`src/rtl/tai_pkg.sv`:
```
// Contract
// - Extended superframe bit set selects extended superframe; clear lets mode pair choose.
// - Alternate T1DM: RED handled as standard formats, YELLOW still by T1DM rules.
// - Extended superframe: mode 00 means 4 kbit link, 01 or 10 mean 2 kbit.
// - Fast deassert on: RED drops within 120 ms of going in frame.
// - Fast deassert on: AIS drops within 180 ms of in frame or clean interval.
// - Fast deassert off: normal RED and AIS deassertion timing applies.
// - Each alarm enable bit independently lets its alarm changes raise an interrupt.
// - Reset clears all alarm interrupt enable bits.
// - Change flags in bits 5..3 set when an enabled alarm change occurs.
// - Status bits 2..0 show live YELLOW, RED and AIS states.
// - Status read clears the change flags and the interrupt, live bits untouched.
// - AIS present when out of frame whole 60 ms and at most 126 zeros.
// - ESF YELLOW needs 8 clean codes per 40 ms at 4 kbit, 4 at 2 kbit.
package tai_pkg;
	// Register indices; byte address is four times the index
	localparam logic [5:0] TAI_IDX_CFG  = 6'h2C;
	localparam logic [5:0] TAI_IDX_IEN  = 6'h2D;
	localparam logic [5:0] TAI_IDX_STAT = 6'h2E;
	// Field positions
	localparam int TAI_CFG_ESF    = 4;
	localparam int TAI_CFG_FMS_HI = 3;
	localparam int TAI_CFG_FMS_LO = 2;
	localparam int TAI_IEN_FAST   = 4;
	localparam int TAI_IEN_TEST_SPEEDUP  = 3;
	localparam int TAI_STAT_FLAG  = 3;
	// Alarm positions, shared by enables, flags and live bits
	localparam int TAI_ALM_AIS = 0;
	localparam int TAI_ALM_RED = 1;
	localparam int TAI_ALM_YEL = 2;
	// Reset values
	localparam logic [2:0] TAI_CFG_RST = 3'h0;
	localparam logic [4:0] TAI_IEN_RST = 5'h00;
	// Mode pair codes
	localparam logic [1:0] TAI_FMS_SF   = 2'h0;
	localparam logic [1:0] TAI_FMS_T1DM = 2'h1;
	localparam logic [1:0] TAI_FMS_LOOP = 2'h2;
	localparam logic [1:0] TAI_FMS_ALT  = 2'h3;
	// Timing
	localparam int TAI_CLK_KHZ    = 250000;
	localparam int TAI_WIN_RED_MS = 40;
	localparam int TAI_WIN_AIS_MS = 60;
	localparam int TAI_WIN_W      = 24;
	// Thresholds per interval
	localparam logic [3:0] TAI_YEL_ESF4_MIN = 4'h8;
	localparam logic [3:0] TAI_YEL_ESF2_MIN = 4'h4;
	localparam logic [4:0] TAI_YEL_SF_MAX   = 5'h10;
	localparam logic [4:0] TAI_YEL_T1DM_MAX = 5'h04;
	localparam logic [6:0] TAI_AIS_ONES_MAX = 7'h7E;
	// Fast deassert: two clean intervals fit inside 120 ms and 180 ms
	localparam logic [3:0] TAI_RED_FAST_CLR = 4'h2;
	localparam logic [3:0] TAI_AIS_FAST_CLR = 4'h2;
	// Alarm integrator states
	typedef enum logic {TAI_ABSENT, TAI_PRESENT} tai_alm_state_t;
endpackage

```
`src/rtl/tai_alarm_fsm.sv`:
```
`timescale 1ns/1ps
`default_nettype none
module tai_alarm_fsm
	import tai_pkg::*;
(
	// Clock and reset
	input  wire logic       i_clk_sys,
	input  wire logic       i_rst_n,
	// Interval verdicts
	input  wire logic       i_end,
	input  wire logic       i_present,
	input  wire logic [3:0] i_set_need,
	input  wire logic [3:0] i_clr_need,
	// Alarm state
	output logic            o_state
);
	tai_alm_state_t state_q;
	tai_alm_state_t state_d;
	logic [3:0]     run_q;
	logic [3:0]     run_d;
	logic [3:0]     run_inc;
	logic           against;

	// Interval outcome that argues for the opposite state
	assign run_inc = run_q + 4'h1;
	assign against = (state_q == TAI_ABSENT) ? i_present : !i_present;

	// Consecutive opposing intervals flip the alarm
	always_comb
	begin
		state_d = state_q;
		run_d   = run_q;
		if (i_end)
		begin
			run_d = 4'h0;
			if (against)
			begin
				case (state_q)
					TAI_ABSENT:
					begin
						if (run_inc >= i_set_need)
							state_d = TAI_PRESENT;
						else
							run_d = run_inc;
					end
					TAI_PRESENT:
					begin
						if (run_inc >= i_clr_need)
							state_d = TAI_ABSENT;
						else
							run_d = run_inc;
					end
					default: state_d = TAI_ABSENT;
				endcase
			end
		end
	end

	// State registers
	always_ff @(posedge i_clk_sys or negedge i_rst_n)
	begin
		if (!i_rst_n)
		begin
			state_q <= TAI_ABSENT;
			run_q   <= 4'h0;
		end
		else
		begin
			state_q <= state_d;
			run_q   <= run_d;
		end
	end

	assign o_state = (state_q == TAI_PRESENT);
endmodule
`default_nettype wire

```
`src/rtl/tai_alarm_integrator.sv`:
```
`timescale 1ns/1ps
`default_nettype none
module tai_alarm_integrator
	import tai_pkg::*;
#(
	parameter int P_WIN_RED_CYC = TAI_WIN_RED_MS * TAI_CLK_KHZ,
	parameter int P_WIN_AIS_CYC = TAI_WIN_AIS_MS * TAI_CLK_KHZ,
	parameter int P_TEST_SPEEDUP_DIV   = 1000,
	parameter logic [3:0] P_RED_SET      = 4'h1,
	parameter logic [3:0] P_RED_SET_T1DM = 4'h2,
	parameter logic [3:0] P_RED_CLR      = 4'h8,
	parameter logic [3:0] P_YEL_SET      = 4'h1,
	parameter logic [3:0] P_YEL_CLR      = 4'h1,
	parameter logic [3:0] P_AIS_SET      = 4'h1,
	parameter logic [3:0] P_AIS_CLR      = 4'h6
)
(
	// Clock and reset
	input  wire logic        i_clk_sys,
	input  wire logic        i_rst_n,
	// Avalon-MM slave
	input  wire logic [7:0]  i_avs_address,
	input  wire logic        i_avs_read,
	input  wire logic        i_avs_write,
	input  wire logic [31:0] i_avs_writedata,
	input  wire logic [3:0]  i_avs_byteenable,
	output logic      [31:0] o_avs_readdata,
	output logic             o_avs_waitrequest,
	// Framer indications
	input  wire logic        i_in_frame,
	input  wire logic        i_pcm_valid,
	input  wire logic        i_pcm_bit,
	input  wire logic        i_bit2_valid,
	input  wire logic        i_bit2,
	input  wire logic        i_ybit_valid,
	input  wire logic        i_ybit,
	input  wire logic        i_yel_code_ok,
	// Alarm states and interrupt
	output logic             o_yellow_state,
	output logic             o_red_state,
	output logic             o_ais_state,
	output logic             o_irq_out_n
);
	logic [2:0]           cfg_q;
	logic [4:0]           ien_q;
	logic [2:0]           flag_q;
	logic [2:0]           flag_d;
	logic [2:0]           live;
	logic [2:0]           live_prev_q;
	logic                 ack_q;
	logic [31:0]          rdata_q;
	logic [TAI_WIN_W-1:0] cnt_red_q;
	logic [TAI_WIN_W-1:0] cnt_ais_q;
	logic                 oof_seen_q;
	logic                 oof_all_q;
	logic [3:0]           codes_q;
	logic [4:0]           yel_ones_q;
	logic [6:0]           ais_ones_q;

	// Mode decode from the configuration and interrupt enable registers
	wire       esf    = cfg_q[TAI_CFG_ESF-2];
	wire [1:0] fms    = cfg_q[TAI_CFG_FMS_HI-2:TAI_CFG_FMS_LO-2];
	wire       esf4   = esf && (fms == TAI_FMS_SF);
	wire       esf2   = esf && (fms == TAI_FMS_T1DM || fms == TAI_FMS_LOOP);
	wire       t1dm_y = !esf && (fms == TAI_FMS_T1DM || fms == TAI_FMS_ALT);
	wire       t1dm_r = !esf && (fms == TAI_FMS_T1DM);
	wire       sf_y   = !esf && (fms == TAI_FMS_SF || fms == TAI_FMS_LOOP);
	wire       fast   = ien_q[TAI_IEN_FAST];
	wire       test_speedup  = ien_q[TAI_IEN_TEST_SPEEDUP];

	// Interval lengths; test speedup shortens both windows
	wire [TAI_WIN_W-1:0] last_red = test_speedup
		? TAI_WIN_W'(P_WIN_RED_CYC / P_TEST_SPEEDUP_DIV - 1)
		: TAI_WIN_W'(P_WIN_RED_CYC - 1);
	wire [TAI_WIN_W-1:0] last_ais = test_speedup
		? TAI_WIN_W'(P_WIN_AIS_CYC / P_TEST_SPEEDUP_DIV - 1)
		: TAI_WIN_W'(P_WIN_AIS_CYC - 1);
	wire end_red = (cnt_red_q == last_red);
	wire end_ais = (cnt_ais_q == last_ais);

	// Yellow samples come from bit 2 or the Y bit by format
	wire yel_smp_v = sf_y ? i_bit2_valid : (t1dm_y && i_ybit_valid);
	wire yel_smp   = sf_y ? i_bit2 : i_ybit;

	// Per-interval verdicts
	wire red_pres = oof_seen_q || !i_in_frame;
	wire yel_pres = esf4 ? (codes_q >= TAI_YEL_ESF4_MIN)
		: esf2 ? (codes_q >= TAI_YEL_ESF2_MIN)
		: sf_y ? (yel_ones_q <= TAI_YEL_SF_MAX)
		: t1dm_y && (yel_ones_q <= TAI_YEL_T1DM_MAX);
	wire ais_pres = oof_all_q && !i_in_frame
		&& (ais_ones_q <= TAI_AIS_ONES_MAX);

	// Saturating counter step
	function automatic logic [6:0] sat_inc(input logic [6:0] v,
		input logic [6:0] lim);
		sat_inc = (v >= lim) ? v : v + 7'h01;
	endfunction

	// Next counts; a call result cannot be part-selected directly
	wire [6:0] codes_inc = sat_inc({3'h0, codes_q}, 7'h0F);
	wire [6:0] yel_inc   = sat_inc({2'h0, yel_ones_q}, 7'h1F);

	// Window timers free-run and wrap at their interval end
	always_ff @(posedge i_clk_sys or negedge i_rst_n)
	begin
		if (!i_rst_n)
		begin
			cnt_red_q <= '0;
			cnt_ais_q <= '0;
		end
		else
		begin
			cnt_red_q <= end_red ? '0 : cnt_red_q + 1'b1;
			cnt_ais_q <= end_ais ? '0 : cnt_ais_q + 1'b1;
		end
	end

	// Forty millisecond accumulators; code and yellow samples in the end cycle are dropped
	always_ff @(posedge i_clk_sys or negedge i_rst_n)
	begin
		if (!i_rst_n)
		begin
			oof_seen_q <= 1'b0;
			codes_q    <= 4'h0;
			yel_ones_q <= 5'h00;
		end
		else if (end_red)
		begin
			oof_seen_q <= 1'b0;
			codes_q    <= 4'h0;
			yel_ones_q <= 5'h00;
		end
		else
		begin
			oof_seen_q <= red_pres;
			if (i_yel_code_ok)
				codes_q <= codes_inc[3:0];
			if (yel_smp_v && yel_smp)
				yel_ones_q <= yel_inc[4:0];
		end
	end

	// Sixty millisecond accumulators for AIS
	always_ff @(posedge i_clk_sys or negedge i_rst_n)
	begin
		if (!i_rst_n)
		begin
			oof_all_q  <= 1'b1;
			ais_ones_q <= 7'h00;
		end
		else if (end_ais)
		begin
			oof_all_q  <= 1'b1;
			ais_ones_q <= 7'h00;
		end
		else
		begin
			oof_all_q <= oof_all_q && !i_in_frame;
			// AIS is all ones, so zeros are what disqualify it
			if (i_pcm_valid && !i_pcm_bit)
				ais_ones_q <= sat_inc(ais_ones_q, 7'h7F);
		end
	end

	// Per-alarm integrator inputs, indexed by alarm position
	logic [2:0] win_end;
	logic [2:0] present;
	logic [3:0] set_need [3];
	logic [3:0] clr_need [3];

	assign win_end[TAI_ALM_YEL]  = end_red;
	assign win_end[TAI_ALM_RED]  = end_red;
	assign win_end[TAI_ALM_AIS]  = end_ais;
	assign present[TAI_ALM_YEL]  = yel_pres;
	assign present[TAI_ALM_RED]  = red_pres;
	assign present[TAI_ALM_AIS]  = ais_pres;
	assign set_need[TAI_ALM_YEL] = P_YEL_SET;
	assign set_need[TAI_ALM_RED] = t1dm_r ? P_RED_SET_T1DM : P_RED_SET;
	assign set_need[TAI_ALM_AIS] = P_AIS_SET;
	assign clr_need[TAI_ALM_YEL] = P_YEL_CLR;
	assign clr_need[TAI_ALM_RED] = fast ? TAI_RED_FAST_CLR : P_RED_CLR;
	assign clr_need[TAI_ALM_AIS] = fast ? TAI_AIS_FAST_CLR : P_AIS_CLR;

	// One integrator per alarm
	genvar g;
	generate
		for (g = 0; g < 3; g++)
		begin : g_alm
			tai_alarm_fsm u_fsm (
				.i_clk_sys  (i_clk_sys),
				.i_rst_n    (i_rst_n),
				.i_end      (win_end[g]),
				.i_present  (present[g]),
				.i_set_need (set_need[g]),
				.i_clr_need (clr_need[g]),
				.o_state    (live[g])
			);
		end
	endgenerate

	// Bus decode; one wait cycle per access gives a registered read word
	wire        req      = i_avs_read || i_avs_write;
	wire        take     = req && ack_q;
	wire [5:0]  idx      = i_avs_address[7:2];
	wire        wr_lane  = i_avs_write && take && i_avs_byteenable[0];
	wire        wr_cfg   = wr_lane && (idx == TAI_IDX_CFG);
	wire        wr_ien   = wr_lane && (idx == TAI_IDX_IEN);
	wire        wr_stat  = wr_lane && (idx == TAI_IDX_STAT);
	wire        rd_stat  = i_avs_read && take && (idx == TAI_IDX_STAT);
	wire [7:0]  stat_b   = {2'h0, flag_q, live};
	wire [7:0]  rd_byte  = (idx == TAI_IDX_CFG)  ? {3'h0, cfg_q, 2'h0}
		: (idx == TAI_IDX_IEN)  ? {3'h0, ien_q}
		: (idx == TAI_IDX_STAT) ? stat_b
		: 8'h00;
	assign o_avs_waitrequest = req && !ack_q;

	// Clear only flags the reader saw; a fresh change wins over the clear
	wire [2:0] clr_rd  = rd_stat ? rdata_q[TAI_STAT_FLAG+:3] : 3'h0;
	wire [2:0] clr_wr  = wr_stat ? i_avs_writedata[TAI_STAT_FLAG+:3] : 3'h0;
	wire [2:0] chg     = live ^ live_prev_q;
	wire [2:0] raise   = chg & ien_q[2:0];
	assign flag_d = (flag_q & ~(clr_rd | clr_wr)) | raise;

	// Bus handshake and read capture
	always_ff @(posedge i_clk_sys or negedge i_rst_n)
	begin
		if (!i_rst_n)
		begin
			ack_q   <= 1'b0;
			rdata_q <= 32'h0000_0000;
		end
		else
		begin
			ack_q <= req && !ack_q;
			if (req && !ack_q)
				rdata_q <= {24'h00_0000, rd_byte};
		end
	end

	// Software registers
	always_ff @(posedge i_clk_sys or negedge i_rst_n)
	begin
		if (!i_rst_n)
		begin
			cfg_q <= TAI_CFG_RST;
			ien_q <= TAI_IEN_RST;
		end
		else
		begin
			if (wr_cfg)
				cfg_q <= i_avs_writedata[TAI_CFG_ESF:TAI_CFG_FMS_LO];
			if (wr_ien)
				ien_q <= i_avs_writedata[TAI_IEN_FAST:0];
		end
	end

	// Change flags and edge reference
	always_ff @(posedge i_clk_sys or negedge i_rst_n)
	begin
		if (!i_rst_n)
		begin
			flag_q      <= 3'h0;
			live_prev_q <= 3'h0;
		end
		else
		begin
			flag_q      <= flag_d;
			live_prev_q <= live;
		end
	end

	// Outputs
	assign o_avs_readdata = rdata_q;
	assign o_irq_out_n    = !(|(flag_q & ien_q[2:0]));
	assign o_yellow_state = live[TAI_ALM_YEL];
	assign o_red_state    = live[TAI_ALM_RED];
	assign o_ais_state    = live[TAI_ALM_AIS];
endmodule
`default_nettype wire

```
`config.mk`:
```
export PLATFORM = sky130hd
export DESIGN_NAME = tai_alarm_integrator
export DESIGN_NICKNAME = d
export VERILOG_FILES = /design/src/rtl/tai_pkg.sv /design/src/rtl/tai_alarm_fsm.sv /design/src/rtl/tai_alarm_integrator.sv
export SDC_FILE = /design/constraint.sdc
export NUM_CORES = 1
export LEC_CHECK = 0
export CORE_ASPECT_RATIO = 1.4
export CORE_MARGIN = 3
export CORE_UTILIZATION = 30
export CTS_BUF_LIST = sky130_fd_sc_hd__clkbuf_8
export CTS_CLUSTER_DIAMETER = 200
export CTS_CLUSTER_SIZE = 40
export DETAILED_ROUTE_END_ITERATION = 12
export DONT_BUFFER_PORTS = 1
export HOLD_SLACK_MARGIN = 0.06
export PLACE_DENSITY = 0.47
export SYNTH_ARGS = -nofsm -noshare
export SYNTH_HDL_FRONTEND = slang
export SYNTH_HIERARCHICAL = 1
export SYNTH_SLANG_ARGS = --single-unit
```
`constraint.sdc`:
```
create_clock -name i_clk_sys -period 3 [get_ports i_clk_sys]
set_input_delay 0.15 -clock i_clk_sys [delete_from_list [all_inputs] [get_ports i_clk_sys]]
set_output_delay 0.15 -clock i_clk_sys [all_outputs]
set_load 0.01 [all_outputs]
```
==> impl_metrics.json, run 1 <==
{
  "fin_crit_sh_pct": 84.8,
  "synth-edff-count": 0,
  "ctsResizeCount": 0,
  "cp_max_fo": 6,
  "fin_util_pct": 34.0,
  "avgViaCountPerCell": 4.79,
  "ys_warn_count": 6,
  "antenna_found_initial": 2,
  "finalSetupViolCount": 0,
  "dieArea_mm2": 0.0216,
  "netlist_area_mm2": 0.00596,
  "port_buffers": 0,
  "dpl.cell_count": 876,
  "drt_pre_antenna_iters": 6,
  "wl_um": 12600,
  "finalInstanceArea_mm2": 0.00659,
  "startpoint": "ack_q",
  "tns_ns": 0,
  "grt_pass1_vias": 4445,
  "status": "complete, no violations",
  "drcViolationCount": 0,
  "insertion_delay_ns": 0.37,
  "synth_flop_cell": "dfrtp_1",
  "hold_path_depth": 3,
  "comb_power_share_pct": 14.6,
  "total_leakage_power_nw": 2.88,
  "end_kind": "register",
  "ys_ff_latch": 102,
  "holdCritPathClass": "primary input to register",
  "clockBufferDepth": 2,
  "syn2layout_area_growth_pct": 10.5,
  "drive_gt1_share_pct": 7.11,
  "p_seq_share_pct": 56.2,
  "grt_max_degree": 103,
  "r2r-end": "cfg_q[1]",
  "vias": 4358,
  "reg2reg_slack_ns": 0.46,
  "placed_area_mm2": 0.00621,
  "row_count": 60,
  "switchingPower_mw": 0.914,
  "antenna_left": 0,
  "crit_type": "register to register",
  "tightestPinTransition_ns": 0.758,
  "p_sw_share_pct": 31.2,
  "ioPinCount": 93,
  "ys_seq_area_share_pct": 42.8,
  "avgSynthCellArea_um2": 9.64,
  "ys_types": 57,
  "ir_drop_mv": 0.243,
  "power.total_mw": 2.93,
  "die_x_um": 125,
  "whs_endpoint": "ais_ones_q[0]",
  "arrival_ns": 2.85,
  "r2r-start": "ack_q",
  "n_fill_cell": 1992,
  "cts_tree": "built",
  "htreeDepth": 3,
  "path_clk_slew_ns": 0.11,
  "dr.first_iter.drc_count": 226,
  "grt.overflow.total": 0,
  "fin_nets": 752,
  "gp_congestion": 0.827,
  "cts_buffers": 9,
  "hold_start": "i_pcm_bit",
  "synthCells": 619,
  "core_area_mm2": 0.0194,
  "clock_sinks": 102,
  "grt_pass1_wl_um": 21300,
  "stdcell_count": 910,
  "timing.slew.headroom_pct": 49.0,
  "cp_data_required_time_ns": 3.31,
  "hold_violations": 0,
  "wl_per_cell_um": 13.8,
  "max_cap_violations": 0,
  "power_density_mw_per_mm2": 444,
  "slew_viol_final": 0,
  "clockPowerShare_pct": 29.2,
  "dieHeight_um": 173,
  "max_clock_freq_mhz": 393,
  "period_needed_ns": 2.54,
  "grt.total_usage_pct": 11.7,
  "power.internal_mw": 2.01,
  "dp_hpwl_um": 9170,
  "async_flop_share_pct": 100,
  "start_util_pct": 30.8,
  "crit_path_start_kind": "register",
  "fin_worst_skew_ns": 0.0173,
  "cts_root_buf": "clkbuf_8",
  "rr_worst_depth": 6,
  "grt_setup_unrepaired": "false"
}
placed cells by master, fill, tap and decap left out, types with 3 or more instances in the layout:
cell,instances
ha_1,40
xor2_1,27
a32o_1,3
o31ai_1,3
nand3_1,40
and3_1,3
mux2_2,5
nor2_1,69
nor2b_1,6
nor4_1,6
nor2_2,4
clkbuf_8,10
buf_4,5
a221oi_1,5
o22ai_1,9
nor3b_1,7
nand4_1,16
a21oi_1,15
a211oi_1,3
dlygate4sd3_1,16
nand4b_1,4
or3b_1,3
o21a_2,3
and4_1,7
nand2b_1,7
o21ai_0,13
o211ai_1,6
xnor2_1,34
clkinv_4,3
nor3_1,9
inv_1,47
conb_1,45
dfrtp_1,101
o2111ai_1,3
nor3_2,3
nand2_1,47
nor4bb_1,3
registers in the layout (all words and copies together), names as in the netlist:
name / cells
oof_all_q: 1
cfg_q: 3
o_avs_readdata: 6
ien_q: 5
g_alm.u_fsm/run_q: 12
cnt_ais_q: 24
ais_ones_q: 7
oof_seen_q: 1
ack_q: 1
codes_q: 4
cnt_red_q: 24
g_alm.u_fsm/o_state: 3
yel_ones_q: 5
live_prev_q: 3
flag_q: 3
worst max-delay path, stage by stage, from the launching register on:
cell and delay (ns):
dfrtp_1 0.45, nand3_1 0.13, nor4_1 0.60, nand2_1 0.11, dlygate4sd3_1 0.57, o21ai_0 0.07, dlygate4sd3_1 0.56
cells by family after synthesis:
kind of cell	synth area share, %
and+or+nand+nor	22.9
DFF	42.8
buffers and inverters	7.41
AOI/OAI and AO/OA	8.33
xor gates and xnor gates	8.96
adders and majority gates	8.39
muxes	1.11
other	0.126
power groups by stage:
stage | sequential, mW | combinational (mW) | clock (mW)
after floorplan | 1.62 | 0.345 | 0
after global placement | 1.66 | 0.363 | 0
after detailed placement | 1.67 | 0.379 | 0
after CTS | 1.64 | 0.434 | 0.899
after global routing | 1.67 | 0.508 | 0.959
final | 1.64 | 0.428 | 0.855
timing repair:
item / in CTS / in global routing
setup endpoints to repair: 0 / 0
hold buffers: 17 / 0
endpoints found under the hold margin: 122 / 0
buffers inserted: 0 / 0
metal layers:
| layer | vias up | GRT usage (%) | share of wire, % |
|---|---|---|---|
| li1 | 2157 | - | - |
| met1 | 2114 | 14.2 | 44 |
| met2 | 71 | 20.6 | 51 |
| met3 | 14 | 2.19 | 3.4 |
| met4 | 2 | 4.25 | 1.7 |
| met5 | - | 0 | 0.056 |
cell type report:
class	instances	area [µm²]	share of cell area (%)
well taps	248	310	4.71
clock buffers	10	138	2.09
inverters	47	176	2.68
repair buffers	22	225	3.42
clock inverters	6	53.8	0.816
flip-flops and latches	102	2550	38.8
diodes	1	2.50	0.0380
multi-input cells	474	3130	47.5
Yosys cell counts (2+ instances only):
library cell	count	area share (%)
a211oi_1	3	0.38
a21oi_1	15	1.3
a221oi_1	5	0.73
a31oi_1	2	0.21
a32o_1	3	0.50
a41oi_1	2	0.29
and3_1	3	0.31
and4_1	7	1.0
buf_2	2	0.17
buf_4	30	3.8
clkbuf_1	4	0.25
clkbuf_2	3	0.25
conb_1	2	0.13
dfrtp_1	101	42
ha_1	40	8.4
inv_1	47	3.0
mux2_2	5	0.94
nand2_1	47	3.0
nand2b_1	7	0.73
nand3_1	40	3.4
nand4_1	16	1.7
nand4b_1	4	0.59
nor2_1	69	4.3
nor2_2	4	0.42
nor2b_1	6	0.63
nor3_1	9	0.76
nor3_2	3	0.50
nor3b_1	7	0.88
nor3b_2	2	0.42
nor4_1	6	0.63
nor4_4	2	0.71
nor4b_1	2	0.29
nor4bb_1	3	0.50
o2111ai_1	3	0.44
o211ai_1	6	0.76
o21a_2	3	0.44
o21ai_0	13	1.1
o22ai_1	9	0.94
o31ai_1	3	0.38
or3b_1	3	0.44
or4_1	2	0.25
or4b_1	2	0.34
xnor2_1	34	5.0
xor2_1	27	4.0
worst max-delay path by stage:
stage	slack [ns]	to
3_3_place_gp	0.75	g_alm[2].u_fsm/o_state
6_report	0.46	cfg_q[1]
3_5_place_dp	0.71	g_alm[1].u_fsm/o_state
4_1_cts	0.45	cfg_q[1]
5_1_grt	0.20	cfg_q[0]
2_1_floorplan	0.70	g_alm[0].u_fsm/o_state
stage by stage:
| stage | hold slack [ns] | setup WS, ns |
|---|---|---|
| floorplan | -0.146 | 0.696 |
| global placement | -0.139 | 0.749 |
| detailed placement | -0.139 | 0.714 |
| CTS | 0.0837 | 0.450 |
| global route | 0.111 | 0.196 |
| finish | 0.0999 | 0.456 |
(Power assumes the default switching activity.)
==> run 2: changes to the inputs <==
clock period = 2.4 ns   (was 3 ns; I/O delays follow)
==> impl_metrics.json, run 2 (synthesis gave the netlist of run 1 again) <==
{
  "status": "complete, but fails checks",
  "violations": "negative hold slack",
  "period_needed_ns": 2.28,
  "power.total_mw": 3.69,
  "routed.top_layer": "met5",
  "tightestPinTransition_ns": 0.601,
  "antenna_found_initial": 2,
  "row_count": 60,
  "clockBufferDepth": 2,
  "grt_max_degree": 103,
  "insertion_delay_ns": 0.39,
  "avgViaCountPerCell": 4.88,
  "vias": 4473,
  "wl_met2_um": 6500,
  "cts_buffers": 9,
  "cts_root_buf": "clkbuf_8",
  "power_density_mw_per_mm2": 558,
  "cp_max_fo": 6,
  "dr.first_iter.drc_count": 208,
  "grt.overflow.total": 0,
  "grt_pass1_wl_um": 21600,
  "arrival_ns": 2.54,
  "worstSetupEndpoint": "yel_ones_q[1]",
  "fin_nets": 758,
  "port_buffers": 0,
  "grt_setup_unrepaired": "false",
  "dp_hpwl_um": 9270,
  "r2r-start": "yel_ones_q[1]",
  "max_cap_violations": 0,
  "grt.total_usage_pct": 12.0,
  "syn2layout_area_growth_pct": 11.0,
  "path_clk_slew_ns": 0.11,
  "grt_pass1_vias": 4524,
  "ir_drop_mv": 0.194,
  "tns_ns": 0,
  "drt-met1-wl_um": 5360,
  "drt_pre_antenna_iters": 4,
  "hold_violations": 102,
  "finalSetupViolCount": 0,
  "fin_worst_skew_ns": 0.0183,
  "place_ws_ns": 0.0823,
  "dieArea_mm2": 0.0216,
  "dieHeight_um": 173,
  "core_area_mm2": 0.0194,
  "reg2reg_slack_ns": 0.12,
  "timing.slew.headroom_pct": 59.6,
  "r2r-end": "yel_ones_q[1]",
  "cp_data_required_time_ns": 2.67,
  "fin_crit_sh_pct": 94.8,
  "max_clock_freq_mhz": 440,
  "wl_per_cell_um": 13.9,
  "holdWs_ns": -0.567,
  "reg_top3": "cnt_ais_q: 24 flops, cnt_red_q: 24 flops, g_alm.u_fsm/run_q: 12 flops",
  "startpoint": "yel_ones_q[1]",
  "die_x_um": 125,
  "rr_worst_depth": 7,
  "clock_sinks": 102,
  "slew_viol_final": 0,
  "total_leakage_power_nw": 2.92,
  "route.met3.wl_um": 520,
  "setup_slack_ns": 0.125,
  "layout_common_cells": "101 x dfrtp_1, 68 x nor2_1, 48 x inv_1, 47 x nand2_1, 45 x conb_1",
  "cts_tree": "built",
  "start_util_pct": 30.8,
  "drive_gt1_share_pct": 8.25,
  "gp_congestion": 0.859,
  "crit_path_start_kind": "register",
  "wl_um": 12700,
  "holdCritPathClass": "primary input to async pin",
  "drcViolationCount": 0,
  "seqCellArea_mm2": 0.00255,
  "multi_input_area_mm2": 0.00313,
  "end_kind": "register",
  "ioPinCount": 93,
  "crit_type": "register to register",
  "antenna_left": 0,
  "n_fill_cell": 1968,
  "htreeDepth": 3,
  "final_common_cell": "dfrtp_1",
  "hold_buffers": 14
}
run 2: worst min path at each step:
stage / to / cells after the start / startpoint
floorplan: ack_q / 0 / i_rst_n
global placement: cnt_red_q[0] / 0 / i_rst_n
detailed placement: cnt_red_q[3] / 0 / i_rst_n
CTS: cnt_ais_q[0] / 0 / i_rst_n
global route: cnt_ais_q[6] / 0 / i_rst_n
finish: cnt_ais_q[6] / 0 / i_rst_n
run 2: report_power, final:
group | leakage, nW | total (mW) | switching, mW | internal (mW)
Combinational | 1.57 | 0.526 | 0.283 | 0.242
Sequential | 1.26 | 2.04 | 0.185 | 1.86
Clock | 0.0976 | 1.13 | 0.640 | 0.488
run 2: stage by stage:
stage / area (µm²) / cells / hold WS (ns) / utilization, %
after global routing: 6620 / 916 / -0.614 / 34.2
after CTS: 6610 / 914 / -0.607 / 34.1
after detailed placement: 6270 / 884 / -0.165 / 32.4
final: 6620 / 916 / -0.567 / 34.2
after floorplan: 6130 / 662 / -0.176 / -
after global placement: 6270 / 884 / -0.165 / 32.4
run 2: layout make-up:
| type | count | area share (%) |
|---|---|---|
| Antenna cell | 1 | 0.0378 |
| Timing Repair Buffer | 28 | 3.70 |
| Tap cell | 248 | 4.69 |
| Inverter | 47 | 2.66 |
| Clock buffer | 9 | 1.87 |
| Clock inverter | 7 | 1.13 |
| Sequential cell | 102 | 38.6 |
| Multi-Input combinational cell | 474 | 47.3 |
run 2: worst max-delay path, stage by stage (launching register included):
cell,delay [ns]
dfrtp_1,0.45
ha_1,0.22
and3_1,0.18
ha_1,0.18
or4_1,0.58
a21oi_1,0.27
mux2i_1,0.22
nor2_1,0.06
run 2: per-layer routing:
metal	up-vias	GRT usage, %
met5	-	0
met4	2	5.06
met3	28	2.75
met2	101	21.1
met1	2169	13.9
li1	2173	-
run 2: repair_timing:
item / 4_1_cts / 5_1_grt
resized for setup: 0 / 1
endpoints found under the hold margin: 124 / 102
setup endpoints to repair: 0 / 1
setup buffers: 0 / 1
